==> config.mk <==
export PLATFORM = sky130hd
export DESIGN_NAME = fpga_config_state_sequencer
export DESIGN_NICKNAME = d
export VERILOG_FILES = /design/src/hdl/fcss_pkg.sv /design/src/hdl/fpga_config_state_sequencer.sv
export SDC_FILE = /design/constraint.sdc
export NUM_CORES = 1
export LEC_CHECK = 0
export BUFFER_PORTS_ARGS = -buffer_cell sky130_fd_sc_hd__buf_4
export CORE_ASPECT_RATIO = 1.25
export CORE_MARGIN = 1
export CORE_UTILIZATION = 30
export CTS_CLUSTER_DIAMETER = 200
export DETAILED_ROUTE_END_ITERATION = 8
export HOLD_SLACK_MARGIN = 0.02
export PLACE_DENSITY = 0.57
export SETUP_SLACK_MARGIN = 0.15
export SYNTH_ARGS = -nofsm -noshare
export SYNTH_HDL_FRONTEND = slang
export SYNTH_SLANG_ARGS = --single-unit
==> constraint.sdc <==
create_clock -name clk -period 2.61 [get_ports clk]
set_input_delay 0.522 -clock clk [delete_from_list [all_inputs] [get_ports clk]]
set_output_delay 0.522 -clock clk [all_outputs]
set_load 0.02 [all_outputs]
==> src/hdl/fcss_pkg.sv <==
package fcss_pkg;

    // ************************************************************
    // Sequencer states
    // ************************************************************
    typedef enum logic [5:0] {
        ST_INIT    = 6'b000001,
        ST_CLEAR   = 6'b000010,
        ST_WAIT    = 6'b000100,
        ST_CONFIG  = 6'b001000,
        ST_STARTUP = 6'b010000,
        ST_OPER    = 6'b100000
    } fcss_state_t;

    // ************************************************************
    // Register map (byte offsets)
    // ************************************************************
    localparam logic [3:0] OFS_CTRL = 4'h0;
    localparam logic [3:0] OFS_LENGTH = 4'h4;
    localparam logic [3:0] OFS_STATUS = 4'h8;
    localparam logic [3:0] OFS_COUNT = 4'hC;

    typedef struct packed {
        logic       syncStart;
        logic [2:0] ioDelay;
        logic [2:0] gsrDelay;
        logic [2:0] doneDelay;
        logic       skipClear;
    } fcss_ctrl_t;

    localparam fcss_ctrl_t CTRL_RESET = '{syncStart: 1'b1, ioDelay: 3'h0, gsrDelay: 3'h0,
                                          doneDelay: 3'h0, skipClear: 1'b0};
    localparam logic [23:0] LENGTH_RESET = 24'h000000;
    localparam logic [2:0] DELAY_MAX = 3'h4;

    // ************************************************************
    // Synchroniser lanes
    // ************************************************************
    localparam int SY_RDY = 0;
    localparam int SY_PRG = 1;
    localparam int SY_RST = 2;
    localparam int SY_DONE = 3;
    localparam int SY_CLK = 4;
    localparam int SY_DAT = 5;
    localparam int SY_MODE = 6;
    localparam int SY_W = 10;

    // ************************************************************
    // Timing
    // ************************************************************
    localparam int CLK_PERIOD_NS = 50;
    localparam int INIT_DELAY_NS = 1000;
    localparam int INIT_DELAY_CYC = (INIT_DELAY_NS + CLK_PERIOD_NS - 1) / CLK_PERIOD_NS;
    localparam logic [3:0] RDY_SLAVE_CYC = 4'h2;
    localparam logic [3:0] RDY_MASTER_CYC = 4'h8;
    localparam int CFG_CLOCK_HALF_CYC = 4;
    localparam int MODE_MASTER_BIT = 0;
    localparam logic [7:0] END_WORD = 8'hFF;

endpackage

==> src/hdl/fpga_config_state_sequencer.sv <==
// Decided for this implementation: the Avalon-MM register port and the register offsets.
`timescale 1ns/1ps

module fpga_config_state_sequencer #(
    parameter int MEM_AW = 6,
    parameter int INIT_CYC = fcss_pkg::INIT_DELAY_CYC
) (
    input wire logic clk,
    input wire logic rst_n,
    input wire logic [3:0] avsAddress,
    input wire logic avsRead,
    input wire logic avsWrite,
    input wire logic [31:0] avsWritedata,
    input wire logic [3:0] avsByteenable,
    output logic [31:0] avsReaddata,
    output logic avsWaitrequest,
    input wire logic setupReadyIn,
    output logic setupReadyOut,
    output logic setupReadyOe,
    input wire logic doneIn,
    output logic doneOut,
    output logic doneOe,
    input wire logic reprogram_request_n,
    input wire logic resetRequest_n,
    input wire logic [3:0] modePins,
    input wire logic cfg_clock_in,
    output logic cfg_clock_out,
    output logic cfg_clock_oe,
    input wire logic cfgData,
    output logic high_during_load,
    output logic low_during_load_n,
    output logic [2:0] ioConfigMode,
    output logic userIoTristate,
    output logic cellSetResetHold,
    output logic internal_bidir_buffer_tristate
);
    import fcss_pkg::*;

    localparam int MEM_DEPTH = 1 << MEM_AW;
    localparam int RDY_S = 1;
    localparam int RDY_M = 7;

    // ************************************************************
    // Input synchronisers
    // ************************************************************
    logic [SY_W-1:0] syncA_reg;
    logic [SY_W-1:0] syncB_reg;
    logic clkPrev_reg;

    always_ff @(posedge clk or negedge rst_n) begin
        if (!rst_n) begin
            syncA_reg <= '1;
            syncB_reg <= '1;
            // Matches the synchroniser reset level, so no false edge after reset
            clkPrev_reg <= 1'b1;
        end else begin
            syncA_reg <= {modePins, cfgData, cfg_clock_in, doneIn, resetRequest_n,
                          reprogram_request_n, setupReadyIn};
            syncB_reg <= syncA_reg;
            clkPrev_reg <= syncB_reg[SY_CLK];
        end
    end

    logic rdyS, prgS, rstS, doneS;
    logic [3:0] modeS;
    assign rdyS = syncB_reg[SY_RDY];
    assign prgS = syncB_reg[SY_PRG];
    assign rstS = syncB_reg[SY_RST];
    assign doneS = syncB_reg[SY_DONE];
    assign modeS = syncB_reg[SY_MODE +: 4];

    // ************************************************************
    // Registers and bus slave
    // ************************************************************
    fcss_ctrl_t ctrl_reg, ctrl_next;
    logic [23:0] length_reg, length_next;
    logic ack_reg, ack_next;
    logic [31:0] rdata_reg, rdata_next;
    fcss_state_t state_reg, state_next;
    logic [23:0] cfgCount_reg, cfgCount_next;
    logic endSeen_reg, endSeen_next;
    logic [3:0] mode_reg, mode_next;
    logic doneRel_reg, doneRel_next;
    logic gsrRel_reg, gsrRel_next;
    logic ioAct_reg, ioAct_next;

    assign avsWaitrequest = (avsRead | avsWrite) & ~ack_reg;
    assign avsReaddata = rdata_reg;

    always_comb begin
        logic [31:0] merged;
        merged = {21'h0, ctrl_reg};
        ack_next = (avsRead | avsWrite) & ~ack_reg;
        ctrl_next = ctrl_reg;
        length_next = length_reg;
        rdata_next = rdata_reg;
        for (int b = 0; b < 4; b++) begin
            if (avsByteenable[b]) begin
                merged[b*8 +: 8] = avsWritedata[b*8 +: 8];
            end
        end
        if (avsWrite && ack_reg) begin
            unique case (avsAddress)
                OFS_CTRL: ctrl_next = fcss_ctrl_t'(merged[10:0]);
                OFS_LENGTH: begin
                    for (int b = 0; b < 3; b++) begin
                        if (avsByteenable[b]) begin
                            length_next[b*8 +: 8] = avsWritedata[b*8 +: 8];
                        end
                    end
                end
                default: ;
            endcase
        end
        if (avsRead && !ack_reg) begin
            unique case (avsAddress)
                OFS_CTRL: rdata_next = {21'h0, ctrl_reg};
                OFS_LENGTH: rdata_next = {8'h00, length_reg};
                OFS_STATUS: rdata_next = {16'h0, mode_reg, doneS, ioAct_reg, gsrRel_reg, doneRel_reg,
                                          2'h0, state_reg};
                OFS_COUNT: rdata_next = {8'h00, cfgCount_reg};
                default: rdata_next = 32'h0000_0000;
            endcase
        end
    end

    always_ff @(posedge clk or negedge rst_n) begin
        if (!rst_n) begin
            ctrl_reg <= CTRL_RESET;
            length_reg <= LENGTH_RESET;
            ack_reg <= 1'b0;
            rdata_reg <= 32'h0000_0000;
        end else begin
            ctrl_reg <= ctrl_next;
            length_reg <= length_next;
            ack_reg <= ack_next;
            rdata_reg <= rdata_next;
        end
    end

    // ************************************************************
    // Configuration clock
    // ************************************************************
    logic [2:0] div_reg, div_next;
    logic cfg_clock_reg, cfg_clock_next;
    logic master, cfgRise;
    assign master = mode_reg[MODE_MASTER_BIT];

    always_comb begin
        div_next = div_reg;
        cfg_clock_next = cfg_clock_reg;
        if (master && (state_reg == ST_CONFIG || state_reg == ST_STARTUP)) begin
            div_next = div_reg + 3'h1;
            if (div_reg == 3'(CFG_CLOCK_HALF_CYC - 1)) begin
                div_next = 3'h0;
                cfg_clock_next = ~cfg_clock_reg;
            end
        end else begin
            div_next = 3'h0;
            cfg_clock_next = 1'b0;
        end
    end

    always_ff @(posedge clk or negedge rst_n) begin
        if (!rst_n) begin
            div_reg <= 3'h0;
            cfg_clock_reg <= 1'b0;
        end else begin
            div_reg <= div_next;
            cfg_clock_reg <= cfg_clock_next;
        end
    end

    // Slave finds edges of the external clock
    assign cfgRise = master ? (cfg_clock_next & ~cfg_clock_reg) : (syncB_reg[SY_CLK] & ~clkPrev_reg);
    assign cfg_clock_out = cfg_clock_reg;
    assign cfg_clock_oe = master & (state_reg == ST_CONFIG || state_reg == ST_STARTUP);

    // ************************************************************
    // Sequencer
    // ************************************************************
    logic [15:0] tmr_reg, tmr_next;
    logic [3:0] rdyCnt_reg, rdyCnt_next;
    logic [2:0] bitCnt_reg, bitCnt_next;
    logic [7:0] shift_reg, shift_next;
    logic [MEM_AW-1:0] addr_reg, addr_next;
    logic once_reg, once_next;
    logic [2:0] stCnt_reg, stCnt_next;
    logic [2:0] dCnt_reg, dCnt_next;
    logic [2:0] ioMode_reg, ioMode_next;
    logic memWe;
    logic [7:0] memWdata;
    logic [7:0] cfgMem [MEM_DEPTH];

    function automatic logic [2:0] clampDelay(input logic [2:0] d);
        return (d > DELAY_MAX) ? DELAY_MAX : d;
    endfunction

    always_comb begin
        logic [7:0] word;
        logic [3:0] need;
        logic [2:0] base;
        word = {shift_reg[6:0], syncB_reg[SY_DAT]};
        need = modeS[MODE_MASTER_BIT] ? RDY_MASTER_CYC : RDY_SLAVE_CYC;
        base = ctrl_reg.syncStart ? dCnt_reg : stCnt_reg;
        state_next = state_reg;
        tmr_next = tmr_reg;
        rdyCnt_next = rdyCnt_reg;
        cfgCount_next = cfgCount_reg;
        endSeen_next = endSeen_reg;
        mode_next = mode_reg;
        bitCnt_next = bitCnt_reg;
        shift_next = shift_reg;
        addr_next = addr_reg;
        once_next = once_reg;
        stCnt_next = stCnt_reg;
        dCnt_next = dCnt_reg;
        doneRel_next = doneRel_reg;
        gsrRel_next = gsrRel_reg;
        ioAct_next = ioAct_reg;
        ioMode_next = ioMode_reg;
        memWe = 1'b0;
        memWdata = 8'h00;
        unique case (state_reg)
            ST_INIT: begin
                ioMode_next = modeS[2:0];
                tmr_next = tmr_reg + 16'h1;
                addr_next = '0;
                if (tmr_reg >= 16'(INIT_CYC - 1)) begin
                    state_next = (once_reg && ctrl_reg.skipClear) ? ST_WAIT : ST_CLEAR;
                end
            end
            ST_CLEAR: begin
                memWe = 1'b1;
                addr_next = addr_reg + 1'b1;
                if (addr_reg == MEM_AW'(MEM_DEPTH - 1)) begin
                    state_next = ST_WAIT;
                end
            end
            ST_WAIT: begin
                // Held here while line low or an abort input low
                rdyCnt_next = (rdyS && prgS && rstS) ? rdyCnt_reg + 4'h1 : 4'h0;
                // Sample mode and go; master waits longer
                if (rdyS && prgS && rstS && rdyCnt_reg == need - 4'h1) begin
                    state_next = ST_CONFIG;
                    mode_next = modeS;
                    cfgCount_next = 24'h0;
                    endSeen_next = 1'b0;
                    bitCnt_next = 3'h0;
                    addr_next = '0;
                    rdyCnt_next = 4'h0;
                end
            end
            ST_CONFIG: begin
                if (cfgRise) begin
                    cfgCount_next = cfgCount_reg + 24'h1;
                    shift_next = word;
                    bitCnt_next = bitCnt_reg + 3'h1;
                    if (bitCnt_reg == 3'h7) begin
                        memWe = 1'b1;
                        memWdata = word;
                        addr_next = addr_reg + 1'b1;
                        if (word == END_WORD) begin
                            endSeen_next = 1'b1;
                        end
                    end
                end
                // Length and end frame both needed
                if (cfgCount_reg == length_reg && endSeen_reg) begin
                    state_next = ST_STARTUP;
                    once_next = 1'b1;
                    stCnt_next = 3'h0;
                    dCnt_next = 3'h0;
                end
            end
            ST_STARTUP: begin
                if (cfgRise && stCnt_reg != 3'h7) begin
                    stCnt_next = stCnt_reg + 3'h1;
                end
                if (cfgRise && doneS && doneRel_reg && dCnt_reg != 3'h7) begin
                    dCnt_next = dCnt_reg + 3'h1;
                end
                // Each event on its own delay
                if (stCnt_reg >= clampDelay(ctrl_reg.doneDelay)) begin
                    doneRel_next = 1'b1;
                end
                // Sync mode counts from DONE high
                if ((!ctrl_reg.syncStart || doneS) && base >= clampDelay(ctrl_reg.gsrDelay)) begin
                    gsrRel_next = 1'b1;
                end
                if ((!ctrl_reg.syncStart || doneS) && base >= clampDelay(ctrl_reg.ioDelay)) begin
                    ioAct_next = 1'b1;
                end
                if (doneRel_reg && gsrRel_reg && ioAct_reg) begin
                    state_next = ST_OPER;
                end
            end
            ST_OPER: ;
        endcase
        if (state_reg == ST_CONFIG && (!prgS || !rstS)) begin
            state_next = ST_INIT;
        end
        // Only reprogram restarts a loaded device
        if ((state_reg == ST_STARTUP || state_reg == ST_OPER) && !prgS) begin
            state_next = ST_INIT;
        end
        if (state_next == ST_INIT && state_reg != ST_INIT) begin
            tmr_next = 16'h0;
            doneRel_next = 1'b0;
            gsrRel_next = 1'b0;
            ioAct_next = 1'b0;
        end
    end

    always_ff @(posedge clk or negedge rst_n) begin
        if (!rst_n) begin
            state_reg <= ST_INIT;
            tmr_reg <= 16'h0;
            rdyCnt_reg <= 4'h0;
            cfgCount_reg <= 24'h0;
            endSeen_reg <= 1'b0;
            mode_reg <= 4'h0;
            bitCnt_reg <= 3'h0;
            shift_reg <= 8'h00;
            addr_reg <= '0;
            once_reg <= 1'b0;
            stCnt_reg <= 3'h0;
            dCnt_reg <= 3'h0;
            doneRel_reg <= 1'b0;
            gsrRel_reg <= 1'b0;
            ioAct_reg <= 1'b0;
            ioMode_reg <= 3'h0;
        end else begin
            state_reg <= state_next;
            tmr_reg <= tmr_next;
            rdyCnt_reg <= rdyCnt_next;
            cfgCount_reg <= cfgCount_next;
            endSeen_reg <= endSeen_next;
            mode_reg <= mode_next;
            bitCnt_reg <= bitCnt_next;
            shift_reg <= shift_next;
            addr_reg <= addr_next;
            once_reg <= once_next;
            stCnt_reg <= stCnt_next;
            dCnt_reg <= dCnt_next;
            doneRel_reg <= doneRel_next;
            gsrRel_reg <= gsrRel_next;
            ioAct_reg <= ioAct_next;
            ioMode_reg <= ioMode_next;
        end
    end

    // No reset on the array; clearing is a sequenced walk
    always_ff @(posedge clk) begin
        if (memWe) begin
            cfgMem[addr_reg] <= memWdata;
        end
    end

    // ************************************************************
    // Pin drive
    // ************************************************************
    logic loading;
    assign loading = state_reg != ST_STARTUP && state_reg != ST_OPER;
    assign setupReadyOut = 1'b0;
    assign setupReadyOe = state_reg == ST_INIT || state_reg == ST_CLEAR;
    assign doneOut = 1'b0;
    assign doneOe = ~doneRel_reg;
    assign high_during_load = loading;
    assign low_during_load_n = ~loading;
    assign ioConfigMode = ioMode_reg;
    assign userIoTristate = ~ioAct_reg;
    assign cellSetResetHold = ~gsrRel_reg;
    assign internal_bidir_buffer_tristate = ~gsrRel_reg;

    // ************************************************************
    // Assertions
    // ************************************************************
    property p_initLow;
        @(posedge clk) disable iff (!rst_n) state_reg == ST_INIT |-> setupReadyOe && doneOe;
    endproperty
    a_initLow: assert property (p_initLow) else $error("init must pull lines low");

    property p_clearZero;
        @(posedge clk) disable iff (!rst_n) state_reg == ST_CLEAR |-> memWe && memWdata == 8'h00;
    endproperty
    a_clearZero: assert property (p_clearZero) else $error("clear must write zero");

    property p_release;
        @(posedge clk) disable iff (!rst_n) $rose(state_reg == ST_WAIT) |-> !setupReadyOe;
    endproperty
    a_release: assert property (p_release) else $error("setup-ready not released");

    property p_readyLen;
        @(posedge clk) disable iff (!rst_n)
            $rose(state_reg == ST_CONFIG) |-> $past(rdyCnt_reg) == (mode_reg[MODE_MASTER_BIT] ? RDY_M : RDY_S);
    endproperty
    a_readyLen: assert property (p_readyLen) else $error("wrong ready wait");

    property p_sampled;
        @(posedge clk) disable iff (!rst_n)
            $rose(state_reg == ST_CONFIG) |-> $past(rdyS, 1) && $past(rdyS, 2) && mode_reg == $past(modeS);
    endproperty
    a_sampled: assert property (p_sampled) else $error("entered config too early");

    property p_countZero;
        @(posedge clk) disable iff (!rst_n) $rose(state_reg == ST_CONFIG) |-> cfgCount_reg == 24'h0;
    endproperty
    a_countZero: assert property (p_countZero) else $error("count not cleared");

    property p_startup;
        @(posedge clk) disable iff (!rst_n)
            $rose(state_reg == ST_STARTUP) |-> $past(cfgCount_reg) == $past(length_reg) && $past(endSeen_reg);
    endproperty
    a_startup: assert property (p_startup) else $error("start-up before load complete");

    property p_abort;
        @(posedge clk) disable iff (!rst_n) state_reg == ST_CONFIG && !rstS |=> state_reg == ST_INIT;
    endproperty
    a_abort: assert property (p_abort) else $error("reset did not abort");

    property p_resetIgnored;
        @(posedge clk) disable iff (!rst_n) state_reg == ST_OPER && prgS |=> state_reg == ST_OPER;
    endproperty
    a_resetIgnored: assert property (p_resetIgnored) else $error("left operation without reprogram");

    property p_hold;
        @(posedge clk) disable iff (!rst_n)
            loading |-> userIoTristate && cellSetResetHold && internal_bidir_buffer_tristate && high_during_load;
    endproperty
    a_hold: assert property (p_hold) else $error("outputs not safe while loading");

    property p_syncIo;
        @(posedge clk) disable iff (!rst_n) ctrl_reg.syncStart && $rose(ioAct_reg) |-> $past(doneS);
    endproperty
    a_syncIo: assert property (p_syncIo) else $error("I/O active before DONE high");

    c_oper: cover property (@(posedge clk) disable iff (!rst_n) $rose(state_reg == ST_OPER));
    c_abort: cover property (@(posedge clk) disable iff (!rst_n) state_reg == ST_CONFIG ##1 state_reg == ST_INIT);
    c_reprog: cover property (@(posedge clk) disable iff (!rst_n) state_reg == ST_OPER ##1 state_reg == ST_INIT);

endmodule

==> metrics.yaml, run 1 <==
drt_wl_total_um: 19810
max-cap-violations: 0
grt_max_degree: 54
async_flop_share_pct: 100.0
ys_top_cells_by_area: "dfrtp_1 (45%), dfstp_2 (7.5%), nand2_1 (6.0%)"
cts_tree: "done"
die_w_um: 149.1
drive_gt1_share_pct: 26.97
track_usage_pct: 15.18
worstSkewPairLatency_ns: 0.44
area_growth_pct: 24.72
worstPathArrival_ns: 2.77
vias: 6029
wl_per_cell_um: 15.82
placed_area_um2: 9316
rsz0062_at_grt: "true"
place.port_buffers: 81
worst-path-max-fanout: 6
synth_cell_types: 57
ir_drop_uv: 384.3
overflow: 0
ys_seq_elements: 169
max-slew-margin-rel_pct: 53.16
syn_area_um2: 8109
ios: 101
synth_top_area_share_pct: 45.05
antenna_found_initial: 0
r2r_slack_ns: 0.23
die_h_um: 185.8
tns_ns: 0
worstPathRequired_ns: 3.00
critPathKind: "flip-flop to flip-flop"
synth_edf_count: 0
gp_congestion: 0.8296
ys_warn_count: 0
synth-main-ff-cell: "dfrtp_1"
crit_path_end_kind: "flip-flop"
yosysTopAreaCell: "dfrtp_1"
finalCritPeriodShare_pct: 91.24
cts_sinks: 169
min_period_ns: 2.381
grt_pass1_vias: 6083
syn_inst: 786
cp-start-kind: "flip-flop"
status: "finished, final reports clean"
drc: 0
finalClockSkew_ns: 0.01175
setup_viol: 0
design_area_um2: 10110
cts.reportedPaths.clkPinSlew_ns: 0.08
drtPass1Iterations: 5
syn_area_per_cell_um2: 10.32
max_slew.worst_pin.slew_ns: 0.7027
cts_buffer_depth: 2
grt_pass1_wl_um: 32220
core_um2: 26260
ys_seq_area_share_pct: 52.51
start_util_pct: 30.88
power-per-cell-area_nw_per_um2: 603.6
dpl.hpwl_um: 14780
finalMaxSlewViolations: 0
n_antenna_cell: 0
ant_nets: 0
numCtsBuffers: 17
dieArea_um2: 27700
layout_commonest_cell: "dfrtp_1"
hp-class: "input pin to async pin"
p_leak_nw: 4.603
cts-root-buf: "clkbuf_16"
fp-row-count: 66
layout_common_cells: "dfrtp_1 (141), nand2_1 (129), buf_4 (124)"
drtIter0Drc: 303
hold_viol_final: 0
timing.rr.end: "tmr_reg[0]$_DFFE_PN0P_"
reg2reg_depth: 7
htree_num_levels: 4
reg2reg_from: "state_reg[0]$_DFF_PN1_"
drt-vias-per-instance: 4.815
fmax_mhz: 419.9
nets: 973
holdBufCountCts: 0
-- cell usage after synthesis (all sizes together) (2+ instances only) --
master / number
dfrtp: 146
nand2: 129
o21ai: 56
nor2: 44
nand3: 39
mux2: 35
xnor2: 29
clkbuf: 28
dfstp: 23
a21oi: 20
ha: 20
a22o: 19
inv: 19
nand4: 18
xor2: 16
buf: 14
nor3: 12
nand2b: 11
mux2i: 10
a221oi: 9
and3: 9
nor2b: 9
a22oi: 8
nor4: 7
o31ai: 6
nor3b: 5
or3: 5
and2: 4
o211ai: 4
a2111oi: 3
nor4b: 3
a31o: 2
and4: 2
nor4bb: 2
o21a: 2
o22a: 2
or2: 2
-- per-stage QoR --
step                setup slack [ns]  instances  hold slack, ns  utilization, %  total power [mW]
floorplan                     0.3003        795          0.2264               -             3.071
global placement              0.1481       1213          0.3463           35.48             3.280
detailed placement            0.1326       1213          0.3499           35.48             3.289
CTS                           0.1586       1247         0.04056           38.09             6.178
global route                  0.1104       1252         0.07618           38.51             6.331
finish                        0.2287       1252         0.05089           38.51             6.104
-- layout make-up --
class,instances,area [µm²]
Clock buffer,17,425.4
Fill cell,2575,16150
Clock inverter,15,236.5
Multi-Input combinational cell,565,3709
Inverter,19,71.32
Sequential cell,169,4264
Timing Repair Buffer,127,982.2
Tap cell,340,425.4
-- per-layer routing --
layer / share of wire [%] / GRT usage, % / up-vias
li1: - / - / 2981
met1: 44 / 18.78 / 2899
met4: 2.6 / 6.327 / 0
met5: 0 / 0 / -
met2: 50 / 25.69 / 122
met3: 3.8 / 2.941 / 27
-- cells by family (layout without fill, tap and decap cells) --
| group | after synthesis | count (layout) | synth area share, % |
|---|---|---|---|
| flops | 169 | 169 | 52.51 |
| compound gates | 143 | 143 | 12.10 |
| xor+xnor | 45 | 45 | 4.860 |
| other cells | 1 | 10 | 0.04624 |
| mux | 45 | 45 | 6.095 |
| buf+inv | 61 | 178 | 3.379 |
| fa+ha+maj | 20 | 20 | 3.086 |
| simple gates | 302 | 302 | 17.93 |
-- worst max path at each step --
stage | cells after the start | from | end | slack, ns
after floorplan | 7 | state_reg[0]$_DFF_PN1_ | tmr_reg[0]$_DFFE_PN0P_ | 0.30
after global placement | 7 | state_reg[0]$_DFF_PN1_ | tmr_reg[0]$_DFFE_PN0P_ | 0.15
after detailed placement | 7 | state_reg[0]$_DFF_PN1_ | tmr_reg[0]$_DFFE_PN0P_ | 0.13
after CTS | 7 | rdyCnt_reg[2]$_DFFE_PN0P_ | addr_reg[4]$_DFFE_PN0P_ | 0.16
after global routing | 7 | state_reg[0]$_DFF_PN1_ | tmr_reg[0]$_DFFE_PN0P_ | 0.11
final | 7 | state_reg[0]$_DFF_PN1_ | tmr_reg[0]$_DFFE_PN0P_ | 0.23
-- power by group --
group | switching [mW] | leakage, nW | internal (mW)
sequential | 0.104 | 2.24 | 2.73
clock | 1.15 | 0.324 | 1.73
combinational | 0.201 | 2.04 | 0.192
total | 1.45 | 4.60 | 4.65
-- worst max-delay path: stages (launching register included) --
cell,delay [ns]
dfstp_2,0.63
nand2b_4,0.09
a2111oi_4,0.29
o221ai_2,0.15
or3_4,0.41
or3_1,0.40
a41oi_2,0.20
o21a_1,0.15
-- what timing repair did --
action,CTS,global route
setup endpoints to repair,4,21
hold endpoints to repair,0,0
buffers inserted,2,5
resized for setup,2,16
pin swaps,0,4
No activity file was read; power rests on OpenSTA's default activity.
==> run 2: changes to the inputs <==
--- a/config.mk
+++ b/config.mk
@@ -5,9 +5,9 @@
 export SDC_FILE = /design/constraint.sdc
 export NUM_CORES = 1
 export LEC_CHECK = 0
+export ABC_AREA = 1
 export BUFFER_PORTS_ARGS = -buffer_cell sky130_fd_sc_hd__buf_4
 export CORE_ASPECT_RATIO = 1.25
-export CORE_MARGIN = 1
 export CORE_UTILIZATION = 30
 export CTS_CLUSTER_DIAMETER = 200
 export DETAILED_ROUTE_END_ITERATION = 8
==> metrics.yaml, run 2 <==
layout_commonest_cell: "nand2_1"
status: "finished, final reports clean"
die_w_um: 154.2
hp-class: "input pin to async pin"
max_slew.worst_pin.slew_ns: 0.5225
crit_path_end_kind: "primary output"
ios: 101
wl_per_cell_um: 15.01
worstSetupStartpoint: "state_reg[0]$_DFF_PN1_"
dp.cells: 1524
drt_wl_total_um: 23360
drt-vias-per-instance: 4.689
ys_warn_count: 0
dieArea_um2: 29640
ant_nets: 0
n_antenna_cell: 0
worstSkewPairLatency_ns: 0.43
worstPathRequired_ns: 2.09
cpMostUsedCell: "buf_4"
syn_inst: 1099
slowest_delay_ns: 0.58
max-slew-margin-rel_pct: 65.13
synth_top_area_share_pct: 42.07
track_usage_pct: 16.74
core_um2: 28490
fmax_mhz: 427.5
max-cap-violations: 0
drc: 0
syn_area_um2: 8685
cts-root-buf: "clkbuf_16"
layout.cells.non_filler: 1556
grt_pass1_wl_um: 38180
drtPass1Iterations: 5
post-cts-setup-buffers: 0
htree_num_levels: 4
ys_seq_elements: 169
syn_area_per_cell_um2: 7.902
synth-main-ff-cell: "dfrtp_1"
ys_seq_area_share_pct: 49.03
synth_most_common_cell: "nand2_1"
cts_buffer_depth: 2
rsz0062_at_grt: "true"
gp_congestion: 0.8728
grt_pass1_vias: 7323
ir_drop_uv: 404.9
grt_max_degree: 53
dpl.hpwl_um: 17730
finalMaxSlewViolations: 0
crit_chain: "inv_1 > nor2_1 > nand3_2 > buf_4 > nand2_1 > buf_4"
finalWorstSetupSlack_ns: 0.2709
slowest_stage: "dfstp_2"
worstPathArrival_ns: 1.82
setup_viol: 0
finalCritPeriodShare_pct: 89.62
cts_tree: "done"
cts.reportedPaths.clkPinSlew_ns: 0.07
fp-row-count: 69
numCtsBuffers: 17
nets: 1262
reg2reg_from: "state_reg[2]$_DFF_PN0_"
critPathBufInv: 3
worst-path-max-fanout: 10
synth_common_cells: "nand2_1 (316), inv_1 (161), dfrtp_1 (146)"
drive_gt1_share_pct: 15.32
drtIter0Drc: 435
overflow: 0
ys_top_cells_by_area: "dfrtp_1 (42%), nand2_1 (14%), dfstp_2 (7.0%)"
synth_edf_count: 0
vias: 7296
cp-start-kind: "flip-flop"
tns_ns: 0
critPathKind: "flip-flop to primary output"
hold_viol_final: 0
yosysTopAreaCell: "dfrtp_1"
start_util_pct: 30.48
antenna_found_initial: 0
power-per-cell-area_nw_per_um2: 578.6
place.port_buffers: 81
die_h_um: 192.2
synth_cell_types: 44
area_growth_pct: 19.22
dp_slack_ns: 0.3200
layout_common_cells: "nand2_1 (316), inv_1 (161), dfrtp_1 (145)"
async_flop_share_pct: 100.0
cts_sinks: 169
finalClockSkew_ns: 0.009710
path_delay_family: "flip-flops"
p_leak_nw: 5.171
min_period_ns: 2.339
run 2: cell count changes after synthesis, sizes merged, moves of 23 or more:
| cell | change |
|---|---|
| a21oi | +23 |
| nand2 | +190 |
| mux2 | -32 |
| inv | +146 |
| nor2 | +48 |
| xnor2 | -26 |
| o21ai | +28 |
run 2: final timing paths:
path | cells after the start | endpoint | slack, ns
max in group asynchronous | 2 | state_reg[0]$_DFF_PN1_ | 1.79
min in group clk | 1 | syncA_reg[4]$_DFF_PN1_ | 0.19
hold / removal | 1 | avsReaddata[14]$_DFFE_PN0P_ | 0.04
setup reg to reg | 13 | cfgCount_reg[4]$_DFFE_PN0P_ | 0.30
hold reg to reg | 0 | syncB_reg[8]$_DFF_PN1_ | 0.36
setup / recovery | 6 | setupReadyOe | 0.27
run 2: repair_timing:
item,4_1_cts,5_1_grt
setup endpoints to repair,0,4
resized for setup,0,3
hold endpoints to repair,0,0
hold buffers,0,0
run 2: where the power goes:
group | leakage [nW] | total (mW) | internal (mW) | switching, mW
Clock | 0.298 | 2.64 | 1.56 | 1.09
Sequential | 2.21 | 2.83 | 2.74 | 0.0891
Combinational | 2.66 | 0.515 | 0.187 | 0.328
run 2: per-layer routing:
metal | share of wire, % | GRT usage (%) | vias up
met5 | 0 | 0 | -
met4 | 1.6 | 5.077 | 0
met3 | 4.7 | 2.708 | 19
met1 | 45 | 21.05 | 3441
met2 | 49 | 29.35 | 162
li1 | - | - | 3674
run 2: metrics by stage:
| stage | utilization [%] | instance area [µm²] | hold slack [ns] | total power [mW] |
|---|---|---|---|---|
| final | 36.34 | 10350 | 0.04075 | 5.991 |
| after global routing | 36.34 | 10350 | 0.06295 | 6.249 |
| after CTS | 36.31 | 10340 | 0.04897 | 6.055 |
| after detailed placement | 34.19 | 9741 | 0.3468 | 3.401 |
| after global placement | 34.19 | 9741 | 0.3472 | 3.393 |
| after floorplan | - | 8718 | 0.2264 | 3.145 |
run 2: cell type report:
cell class | instances | area (µm²)
multi-input cells | 735 | 3647
repair buffers | 100 | 779.5
clock inverters | 11 | 143.9
inverters | 165 | 619.3
well taps | 355 | 444.2
flip-flops and latches | 169 | 4259
clock buffers | 21 | 460.4
fillers | 2986 | 18140
run 2: cells by family after synthesis:
family / synth area share [%]
flip-flops: 49.03
other: 0.04318
multiplexers: 0.3890
AO/OA/AOI/OAI: 10.57
AND/OR/NAND/NOR: 25.72
buffers and inverters: 9.451
XOR/XNOR: 1.916
adder cells (fa/ha/maj): 2.881
run 2: worst reg2reg max path, delay by kind of cell (launching register included):
family / cells / cell delay, ns
buffers and inverters: 2 / 0.28
DFF: 1 / 0.46
AOI/OAI and AO/OA: 3 / 0.35
and+or+nand+nor: 8 / 1.10
